$ cat src/design/pecd_params.svh
// offsets, field positions and reset values of the edge change block
`ifndef PECD_PARAMS_SVH
`define PECD_PARAMS_SVH
// printed register indices (byte address is four times the index)
`define PECD_IDX_A_RISE   16'h1F3D
`define PECD_IDX_A_FALL   16'h1F3E
`define PECD_IDX_A_FLAGS  16'h1F3F
`define PECD_IDX_B_RISE   16'h1F48
`define PECD_IDX_B_FALL   16'h1F49
`define PECD_IDX_B_FLAGS  16'h1F4A
`define PECD_IDX_C_RISE   16'h1F53
`define PECD_IDX_C_FALL   16'h1F54
`define PECD_IDX_C_FLAGS  16'h1F55
`define PECD_IDX_E_RISE   16'h1F69
`define PECD_IDX_E_FALL   16'h1F6A
`define PECD_IDX_E_FLAGS  16'h1F6B
// interrupt registers of our own
`define PECD_IDX_IRQ_STAT 16'h1F70
`define PECD_IDX_IRQ_EN   16'h1F71
`define PECD_IDX_IRQ_CLR  16'h1F72
// field layout and reset values
`define PECD_E_PIN_BIT    3
`define PECD_E_MASK       8'h08
`define PECD_REG_RESET    8'h00
`define PECD_IRQ_CHANGE   0
`endif

$ cat src/design/pecd_pkg.sv
// types shared by the edge change block
package pecd_pkg;
  typedef logic [7:0]  pecd_byte_t;
  typedef logic [15:0] pecd_index_t;
  typedef enum logic [1:0] {
    PECD_PH_IDLE  = 2'b00,
    PECD_PH_READ  = 2'b01,
    PECD_PH_WRITE = 2'b10
  } pecd_phase_e;
endpackage

$ cat src/design/pecd_port_detect.sv
// per-pin edge detector and change flags for one eight-bit port
`timescale 1ns/1ps
`include "pecd_params.svh"
module pecd_port_detect
  import pecd_pkg::*;
(
  // clock and reset
  input  wire logic       hclk,
  input  wire logic       hresetn,
  // pin levels and arming
  input  wire pecd_byte_t pins,
  input  wire pecd_byte_t pin_valid,
  input  wire pecd_byte_t rise_enable,
  input  wire pecd_byte_t fall_enable,
  // software write of the flags
  input  wire logic       flag_write,
  input  wire pecd_byte_t flag_wdata,
  // flags and edge events
  output pecd_byte_t      change_flags,
  output logic            edge_seen
);
  pecd_byte_t prev_pins;
  pecd_byte_t next_prev_pins;
  pecd_byte_t next_flags;
  pecd_byte_t set_pulse;

  // one set pulse per armed edge, per pin
  genvar g;
  generate
    for (g = 0; g < 8; g++) begin : g_pin
      assign set_pulse[g] = pin_valid[g] & (
        (rise_enable[g] & pins[g] & ~prev_pins[g]) |
        (fall_enable[g] & ~pins[g] & prev_pins[g]));
    end
  endgenerate

  // next sample and flag values; set beats a clearing write
  always_comb begin
    next_prev_pins = pins;
    next_flags     = change_flags;
    if (flag_write) begin
      next_flags = flag_wdata & pin_valid;
    end
    next_flags = next_flags | set_pulse;
  end

  // register pins and flags
  always_ff @(posedge hclk or negedge hresetn) begin
    if (!hresetn) begin
      prev_pins    <= `PECD_REG_RESET;
      change_flags <= `PECD_REG_RESET;
    end else begin
      prev_pins    <= next_prev_pins;
      change_flags <= next_flags;
    end
  end

  assign edge_seen = |set_pulse;
endmodule // pecd_port_detect

$ cat src/design/pecd_top.sv
// edge change detection for ports a, b, c and pin e3 with ahb-lite slave
`timescale 1ns/1ps
`include "pecd_params.svh"
module pecd_top
  import pecd_pkg::*;
(
  // clock and reset
  input  wire logic        hclk,
  input  wire logic        hresetn,
  // ahb-lite slave
  input  wire logic        hsel,
  input  wire logic [31:0] haddr,
  input  wire logic [1:0]  htrans,
  input  wire logic        hwrite,
  input  wire logic [2:0]  hsize,
  input  wire logic [31:0] hwdata,
  input  wire logic        hready,
  output logic      [31:0] hrdata,
  output logic             hreadyout,
  output logic             hresp,
  // pins and configuration
  input  wire logic [7:0]  port_a_pins,
  input  wire logic [7:0]  port_b_pins,
  input  wire logic [7:0]  port_c_pins,
  input  wire logic        port_e_bit3_pin,
  input  wire logic        master_clear_pin_enable,
  input  wire logic        low_voltage_program_enable,
  input  wire logic        change_irq_enable,
  // interrupt outputs
  output logic             change_irq_summary_flag,
  output logic             change_irq,
  output logic             irq
);
  // software enable registers and change flags
  pecd_byte_t  port_a_rise_enable;
  pecd_byte_t  port_a_fall_enable;
  pecd_byte_t  port_b_rise_enable;
  pecd_byte_t  port_b_fall_enable;
  pecd_byte_t  port_c_rise_enable;
  pecd_byte_t  port_c_fall_enable;
  pecd_byte_t  port_e_rise_enable;
  pecd_byte_t  port_e_fall_enable;
  pecd_byte_t  port_a_change_flags;
  pecd_byte_t  port_b_change_flags;
  pecd_byte_t  port_c_change_flags;
  pecd_byte_t  port_e_change_flags;
  pecd_byte_t  irq_status;
  pecd_byte_t  irq_enable;
  // next values of the registers
  pecd_byte_t  next_a_rise;
  pecd_byte_t  next_a_fall;
  pecd_byte_t  next_b_rise;
  pecd_byte_t  next_b_fall;
  pecd_byte_t  next_c_rise;
  pecd_byte_t  next_c_fall;
  pecd_byte_t  next_e_rise;
  pecd_byte_t  next_e_fall;
  pecd_byte_t  next_irq_status;
  pecd_byte_t  next_irq_enable;
  // bus phase tracking
  pecd_phase_e phase;
  pecd_phase_e next_phase;
  pecd_index_t dp_index;
  pecd_index_t next_dp_index;
  logic [31:0] next_hrdata;
  logic        addr_taken;
  logic        wr_now;
  // detector wiring
  logic [3:0]  edge_seen;
  logic [3:0]  flag_write;
  logic        e3_valid;
  pecd_byte_t  wbyte;
  pecd_byte_t  e_pins;
  pecd_byte_t  e_valid;

  // bus side: one-cycle data phase, always OKAY
  assign hreadyout = 1'b1;
  assign hresp     = 1'b0;

  // transfer decode; write data lands in the data phase
  assign addr_taken = hsel && hready && htrans[1];
  assign wbyte      = hwdata[7:0];
  assign wr_now     = (phase == PECD_PH_WRITE);

  // port e bit 3 exists only when the pin is a port pin
  assign e3_valid = ~(master_clear_pin_enable |
                      low_voltage_program_enable);
  assign e_pins   = {4'h0, port_e_bit3_pin, 3'h0};
  assign e_valid  = e3_valid ? `PECD_E_MASK : 8'h00;

  // flag writes land in the data phase
  assign flag_write[0] = wr_now && dp_index == `PECD_IDX_A_FLAGS;
  assign flag_write[1] = wr_now && dp_index == `PECD_IDX_B_FLAGS;
  assign flag_write[2] = wr_now && dp_index == `PECD_IDX_C_FLAGS;
  assign flag_write[3] = wr_now && dp_index == `PECD_IDX_E_FLAGS;

  // per-port detectors
  pecd_port_detect u_port_a (
    .hclk         (hclk),
    .hresetn      (hresetn),
    .pins         (port_a_pins),
    .pin_valid    (8'hFF),
    .rise_enable  (port_a_rise_enable),
    .fall_enable  (port_a_fall_enable),
    .flag_write   (flag_write[0]),
    .flag_wdata   (wbyte),
    .change_flags (port_a_change_flags),
    .edge_seen    (edge_seen[0])
  );

  pecd_port_detect u_port_b (
    .hclk         (hclk),
    .hresetn      (hresetn),
    .pins         (port_b_pins),
    .pin_valid    (8'hFF),
    .rise_enable  (port_b_rise_enable),
    .fall_enable  (port_b_fall_enable),
    .flag_write   (flag_write[1]),
    .flag_wdata   (wbyte),
    .change_flags (port_b_change_flags),
    .edge_seen    (edge_seen[1])
  );

  pecd_port_detect u_port_c (
    .hclk         (hclk),
    .hresetn      (hresetn),
    .pins         (port_c_pins),
    .pin_valid    (8'hFF),
    .rise_enable  (port_c_rise_enable),
    .fall_enable  (port_c_fall_enable),
    .flag_write   (flag_write[2]),
    .flag_wdata   (wbyte),
    .change_flags (port_c_change_flags),
    .edge_seen    (edge_seen[2])
  );

  pecd_port_detect u_port_e (
    .hclk         (hclk),
    .hresetn      (hresetn),
    .pins         (e_pins),
    .pin_valid    (e_valid),
    .rise_enable  (port_e_rise_enable),
    .fall_enable  (port_e_fall_enable),
    .flag_write   (flag_write[3]),
    .flag_wdata   (wbyte),
    .change_flags (port_e_change_flags),
    .edge_seen    (edge_seen[3])
  );

  // summary flag: or of every implemented change flag
  assign change_irq_summary_flag = |{port_a_change_flags,
                                     port_b_change_flags,
                                     port_c_change_flags,
                                     port_e_change_flags};

  // core request, masked by the enable pin; flags still set
  assign change_irq = change_irq_summary_flag &
                      change_irq_enable;
  assign irq = |(irq_status & irq_enable);

  // address phase capture
  always_comb begin
    next_phase    = PECD_PH_IDLE;
    next_dp_index = dp_index;
    if (addr_taken) begin
      next_phase    = hwrite ? PECD_PH_WRITE : PECD_PH_READ;
      next_dp_index = haddr[17:2];
    end
  end

  // enable register updates
  always_comb begin
    next_a_rise     = port_a_rise_enable;
    next_a_fall     = port_a_fall_enable;
    next_b_rise     = port_b_rise_enable;
    next_b_fall     = port_b_fall_enable;
    next_c_rise     = port_c_rise_enable;
    next_c_fall     = port_c_fall_enable;
    next_e_rise     = port_e_rise_enable;
    next_e_fall     = port_e_fall_enable;
    if (wr_now) begin
      case (dp_index)
        `PECD_IDX_A_RISE:   next_a_rise = wbyte;
        `PECD_IDX_A_FALL:   next_a_fall = wbyte;
        `PECD_IDX_B_RISE:   next_b_rise = wbyte;
        `PECD_IDX_B_FALL:   next_b_fall = wbyte;
        `PECD_IDX_C_RISE:   next_c_rise = wbyte;
        `PECD_IDX_C_FALL:   next_c_fall = wbyte;
        `PECD_IDX_E_RISE:   next_e_rise = wbyte & `PECD_E_MASK;
        `PECD_IDX_E_FALL:   next_e_fall = wbyte & `PECD_E_MASK;
        default:            next_a_rise = port_a_rise_enable;
      endcase
    end
  end

  // interrupt enable and clear writes
  always_comb begin
    next_irq_enable = irq_enable;
    next_irq_status = irq_status;
    if (wr_now) begin
      case (dp_index)
        `PECD_IDX_IRQ_EN:   next_irq_enable = wbyte;
        `PECD_IDX_IRQ_CLR:  next_irq_status = irq_status & ~wbyte;
        default:            next_irq_enable = irq_enable;
      endcase
    end
    // edge event sticks, set wins over clear
    next_irq_status[`PECD_IRQ_CHANGE] =
      next_irq_status[`PECD_IRQ_CHANGE] | (|edge_seen);
  end

  // read data mux, unmapped reads zero
  always_comb begin
    next_hrdata = 32'h0000_0000;
    if (next_phase == PECD_PH_READ) begin
      case (next_dp_index)
        `PECD_IDX_A_RISE:   next_hrdata[7:0] = port_a_rise_enable;
        `PECD_IDX_A_FALL:   next_hrdata[7:0] = port_a_fall_enable;
        `PECD_IDX_A_FLAGS:  next_hrdata[7:0] = port_a_change_flags;
        `PECD_IDX_B_RISE:   next_hrdata[7:0] = port_b_rise_enable;
        `PECD_IDX_B_FALL:   next_hrdata[7:0] = port_b_fall_enable;
        `PECD_IDX_B_FLAGS:  next_hrdata[7:0] = port_b_change_flags;
        `PECD_IDX_C_RISE:   next_hrdata[7:0] = port_c_rise_enable;
        `PECD_IDX_C_FALL:   next_hrdata[7:0] = port_c_fall_enable;
        `PECD_IDX_C_FLAGS:  next_hrdata[7:0] = port_c_change_flags;
        `PECD_IDX_E_RISE:   next_hrdata[7:0] = port_e_rise_enable;
        `PECD_IDX_E_FALL:   next_hrdata[7:0] = port_e_fall_enable;
        `PECD_IDX_E_FLAGS:  next_hrdata[7:0] = port_e_change_flags;
        `PECD_IDX_IRQ_STAT: next_hrdata[7:0] = irq_status;
        `PECD_IDX_IRQ_EN:   next_hrdata[7:0] = irq_enable;
        default:            next_hrdata = 32'h0000_0000;
      endcase
    end
  end

  // bus phase registers
  always_ff @(posedge hclk or negedge hresetn) begin
    if (!hresetn) begin
      phase    <= PECD_PH_IDLE;
      dp_index <= 16'h0000;
    end else begin
      phase    <= next_phase;
      dp_index <= next_dp_index;
    end
  end

  // read data, standing for the data phase only
  always_ff @(posedge hclk or negedge hresetn) begin
    if (!hresetn) begin
      hrdata <= 32'h0000_0000;
    end else begin
      hrdata <= next_hrdata;
    end
  end

  // edge enable registers
  always_ff @(posedge hclk or negedge hresetn) begin
    if (!hresetn) begin
      port_a_rise_enable <= `PECD_REG_RESET;
      port_a_fall_enable <= `PECD_REG_RESET;
      port_b_rise_enable <= `PECD_REG_RESET;
      port_b_fall_enable <= `PECD_REG_RESET;
      port_c_rise_enable <= `PECD_REG_RESET;
      port_c_fall_enable <= `PECD_REG_RESET;
      port_e_rise_enable <= `PECD_REG_RESET;
      port_e_fall_enable <= `PECD_REG_RESET;
    end else begin
      port_a_rise_enable <= next_a_rise;
      port_a_fall_enable <= next_a_fall;
      port_b_rise_enable <= next_b_rise;
      port_b_fall_enable <= next_b_fall;
      port_c_rise_enable <= next_c_rise;
      port_c_fall_enable <= next_c_fall;
      port_e_rise_enable <= next_e_rise;
      port_e_fall_enable <= next_e_fall;
    end
  end

  // interrupt status and enable registers
  always_ff @(posedge hclk or negedge hresetn) begin
    if (!hresetn) begin
      irq_status <= `PECD_REG_RESET;
      irq_enable <= `PECD_REG_RESET;
    end else begin
      irq_status <= next_irq_status;
      irq_enable <= next_irq_enable;
    end
  end
endmodule // pecd_top

$ cat config.mk
export PLATFORM = sky130hd
export DESIGN_NAME = pecd_top
export DESIGN_NICKNAME = d
export VERILOG_FILES = /design/src/design/pecd_pkg.sv /design/src/design/pecd_port_detect.sv /design/src/design/pecd_top.sv
export VERILOG_INCLUDE_DIRS = /design/src /design/src/design
export SDC_FILE = /design/constraint.sdc
export NUM_CORES = 1
export LEC_CHECK = 0
export BUFFER_PORTS_ARGS = -buffer_cell sky130_fd_sc_hd__buf_2
export CAP_MARGIN = 10
export CORE_ASPECT_RATIO = 0.6
export CORE_UTILIZATION = 50
export CTS_CLUSTER_DIAMETER = 100
export DETAILED_ROUTE_END_ITERATION = 16
export PLACE_DENSITY = 0.78
export SYNTH_ARGS = -nofsm -noshare
export SYNTH_HDL_FRONTEND = slang
export SYNTH_SLANG_ARGS = --single-unit
$ cat constraint.sdc
create_clock -name hclk -period 2.48 [get_ports hclk]
set_clock_uncertainty 0.1 [all_clocks]
set_input_delay 0.124 -clock hclk [delete_from_list [all_inputs] [get_ports hclk]]
set_output_delay 0.124 -clock hclk [all_outputs]
set_load 0.02 [all_outputs]
==> results.toml <==
[yosys]
synthCells = 668
async_flop_share_pct = 100
avgSynthCellArea_um2 = 10.6
seq_area_frac_synth_pct = 50.1
synth_area_um2 = 7090
ys_seq_elements = 142
ys_types = 55
ys_warn_count = 0
ys.flop_type = "dfrtp_1"
synth_edf_count = 0

[pwr]
pwr-share-comb_pct = 14.2
ir_drop_mv = 0.488
internal-power_mw = 4.29
p_sw_share_pct = 28.6
p_total_mw = 6.01
power_switching_mw = 1.72
total_leakage_power_nw = 4.32
seq_power_share_pct = 41.8
p_clk_share_pct = 43.9
power.density_nw_per_um2 = 619

[worst_hold_path]
hp-class = "in2reg"
hold_depth = 3
min_from = "hwdata[0]"
whs_endpoint = "u_port_a.change_flags[0]"

[critical_path]
cp-start-kind = "flip-flop"
slowest_stage = "or4b_4"
crit_path_end_kind = "flip-flop"
crit_required_ns = 2.69
reg2reg_to = "hrdata[2]"
critPathMostFrequentCell = "a211oi_2"
r2r_setup_slack_ns = -0.20
rr_startpoint = "dp_index[13]"
reg2regPathDepth = 8
path_max_fanout = 5
crit_path_start = "dp_index[13]"
crit_path_max_incr_delay_ns = 0.58
path_cells = "or4b_4 -> or4_4 -> a211oi_2 -> buf_4 -> buf_6 -> a22o_1 -> nor4_2 -> a211oi_2"
crit_type = "reg2reg"
cp.arrival_ns = 2.90

[placed_design]
preCtsSetupSlack_ns = -0.455
io_buffers = 68
place_hpwl_um = 17000
gp_congestion = 0.994

[clock_tree]
cts_made_buffers = 17
ctsHtreeMaxLevel = 4
cts_root_buffer = "clkbuf_16"
clock_latency_ns = 0.42
cts_tree = "yes"
clockBufferDepth = 2
numClockSinks = 142
path_clk_slew_ns = 0.06

[drt]
wl_met3_um = 2810
route.vias.total = 6613
wl_met2_um = 10300
m1WireLength_um = 10700
first_pass_iters = 6
detail_route.iter0.violations = 839
highest_layer = "met4"
antenna_left = 0
via_per_inst = 6.12
wl_per_cell_um = 22.4
wirelength_um = 24100
drc_errors = 0

[floorplan]
fp.dieH_um = 94.2
start_util_pct = 51.6
coreArea_um2 = 13700
num_io_pins = 139
dieArea_um2 = 14700
die_w_um = 156
placementRows = 33

[timing]
max_slew.worst_pin.slew_ns = 0.856
clock.fmax_ghz = 0.373
rsz0062_at_grt = "yes"
period_needed_ns = 2.68
whs_ns = 0.0314
period_share_pct = 108
finalSetupTns_ns = -6.20
drv_slew = 0
slew_headroom_pct = 42.9
setup_viol = 60
finalHoldViolCount = 0
fin_ws_ns = -0.204

[cells_and_area]
mostFrequentLayoutCell = "dfrtp_1"
multi_input_area_um2 = 3570
syn2layout_area_growth_pct = 36.9
antenna_cells = 0
final_nets = 977
n_fill_cell = 977
layout-drive-gt1-share_pct = 36.4
seqCellArea_um2 = 3550
mostFrequentLayoutCells = "dfrtp_1, nand2_1, buf_4, buf_2, mux2_2"

[global_routing]
gr-usage-all-layers_pct = 34.1
grt_pass1_vias = 6411
grt_overflow_total = 0
grt_max_degree = 69
grt_pass1_wl_um = 36400
antenna_found_initial = 0

[status]
violations = "setup timing"
status = "complete, but fails checks"

[run]
maxCapViolations = 0
## critical path: cells and delay by family, from the launching register on
| kind | cells | cell delay (ns) |
|---|---|---|
| buf+inv | 2 | 0.27 |
| flops | 1 | 0.38 |
| simple gates | 3 | 1.13 |
| compound gates | 3 | 0.69 |
## what timing repair did
action,4_1_cts,5_1_grt
cloned,1,0
hold buffers,42,0
gates resized for setup,50,33
buffers inserted,6,4
setup endpoints to repair,83,82
endpoints found under the hold margin,108,0
pin swaps,21,11
## Yosys cell counts (all sizes together), types with 8 or more instances
library cell    n  area, um^2
nand3          24         120
o22a           15         131
inv             8        30.0
a21oi           9        45.0
a21boi          8        60.1
a22oi          13        97.6
nand4           8        50.1
mux2i          11         110
a222oi         12         120
nand3b          9        67.6
nor2           38         143
o21ai          14        70.1
mux2           68         766
nand2         112         420
nor3           10        50.1
dfrtp         142        3550
a211oi         11         110
clkbuf         21        78.8
buf            30         216
nor4           17         106
## through the flow
step	instance area, um^2	utilization, %	cells
after floorplan	7180	-	692
after global placement	8300	60.4	999
after detailed placement	8300	60.4	999
after CTS	9560	69.5	1076
after global routing	9710	70.6	1080
final	9710	70.6	1080
## metal layers
layer / track usage (%) / up-vias
met4: 8.66 / 0
met3: 11.3 / 36
li1: - / 2846
met1: 49.2 / 3294
met5: 0 / -
met2: 48.8 / 437
## registers in the layout, summed over array words and instances, names as in the netlist, 2 cells and up
| name | cells |
|---|---|
| dp_index | 16 |
| hrdata | 8 |
| irq_enable | 8 |
| irq_status | 8 |
| port_a_fall_enable | 8 |
| port_a_rise_enable | 8 |
| port_b_fall_enable | 8 |
| port_b_rise_enable | 8 |
| port_c_fall_enable | 8 |
| port_c_rise_enable | 8 |
| u_port_a.change_flags | 8 |
| u_port_a.prev_pins | 8 |
| u_port_b.change_flags | 8 |
| u_port_b.prev_pins | 8 |
| u_port_c.change_flags | 8 |
| u_port_c.prev_pins | 8 |
| phase | 2 |
## layout make-up
cell class,instances,area share [%]
Multi-Input combinational cell,491,36.8
Sequential cell,142,36.6
Timing Repair Buffer,215,17.6
Clock buffer,17,4.38
Tap cell,192,2.47
Clock inverter,15,1.79
Inverter,8,0.309
## logic make-up after synthesis
logic type	count (synthesis)	synth area share, %
AOI/OAI and AO/OA	123	13.8
other	2	0.106
DFF	142	50.1
buffers and inverters	59	4.59
and+or+nand+nor	263	19.1
muxes	79	12.4
## power groups by stage
| stage | clock [mW] | sequential, mW | combinational [mW] |
|---|---|---|---|
| after detailed placement | 0 | 2.55 | 0.748 |
| after global routing | 2.76 | 2.52 | 0.903 |
| final | 2.64 | 2.52 | 0.854 |
| after CTS | 2.65 | 2.51 | 0.814 |
| after global placement | 0 | 2.54 | 0.722 |
| after floorplan | 0 | 2.52 | 0.382 |
## worst max path at each step
stage / depth (start not counted) / endpoint / slack [ns]
5_1_grt: 8 / hrdata[2] / -0.25
4_1_cts: 8 / hrdata[2] / -0.20
3_3_place_gp: 10 / hrdata[2] / -0.38
3_5_place_dp: 10 / hrdata[3] / -0.45
6_report: 8 / hrdata[2] / -0.20
2_1_floorplan: 5 / irq_status[0] / -0.13
(Power assumes the default switching activity.)
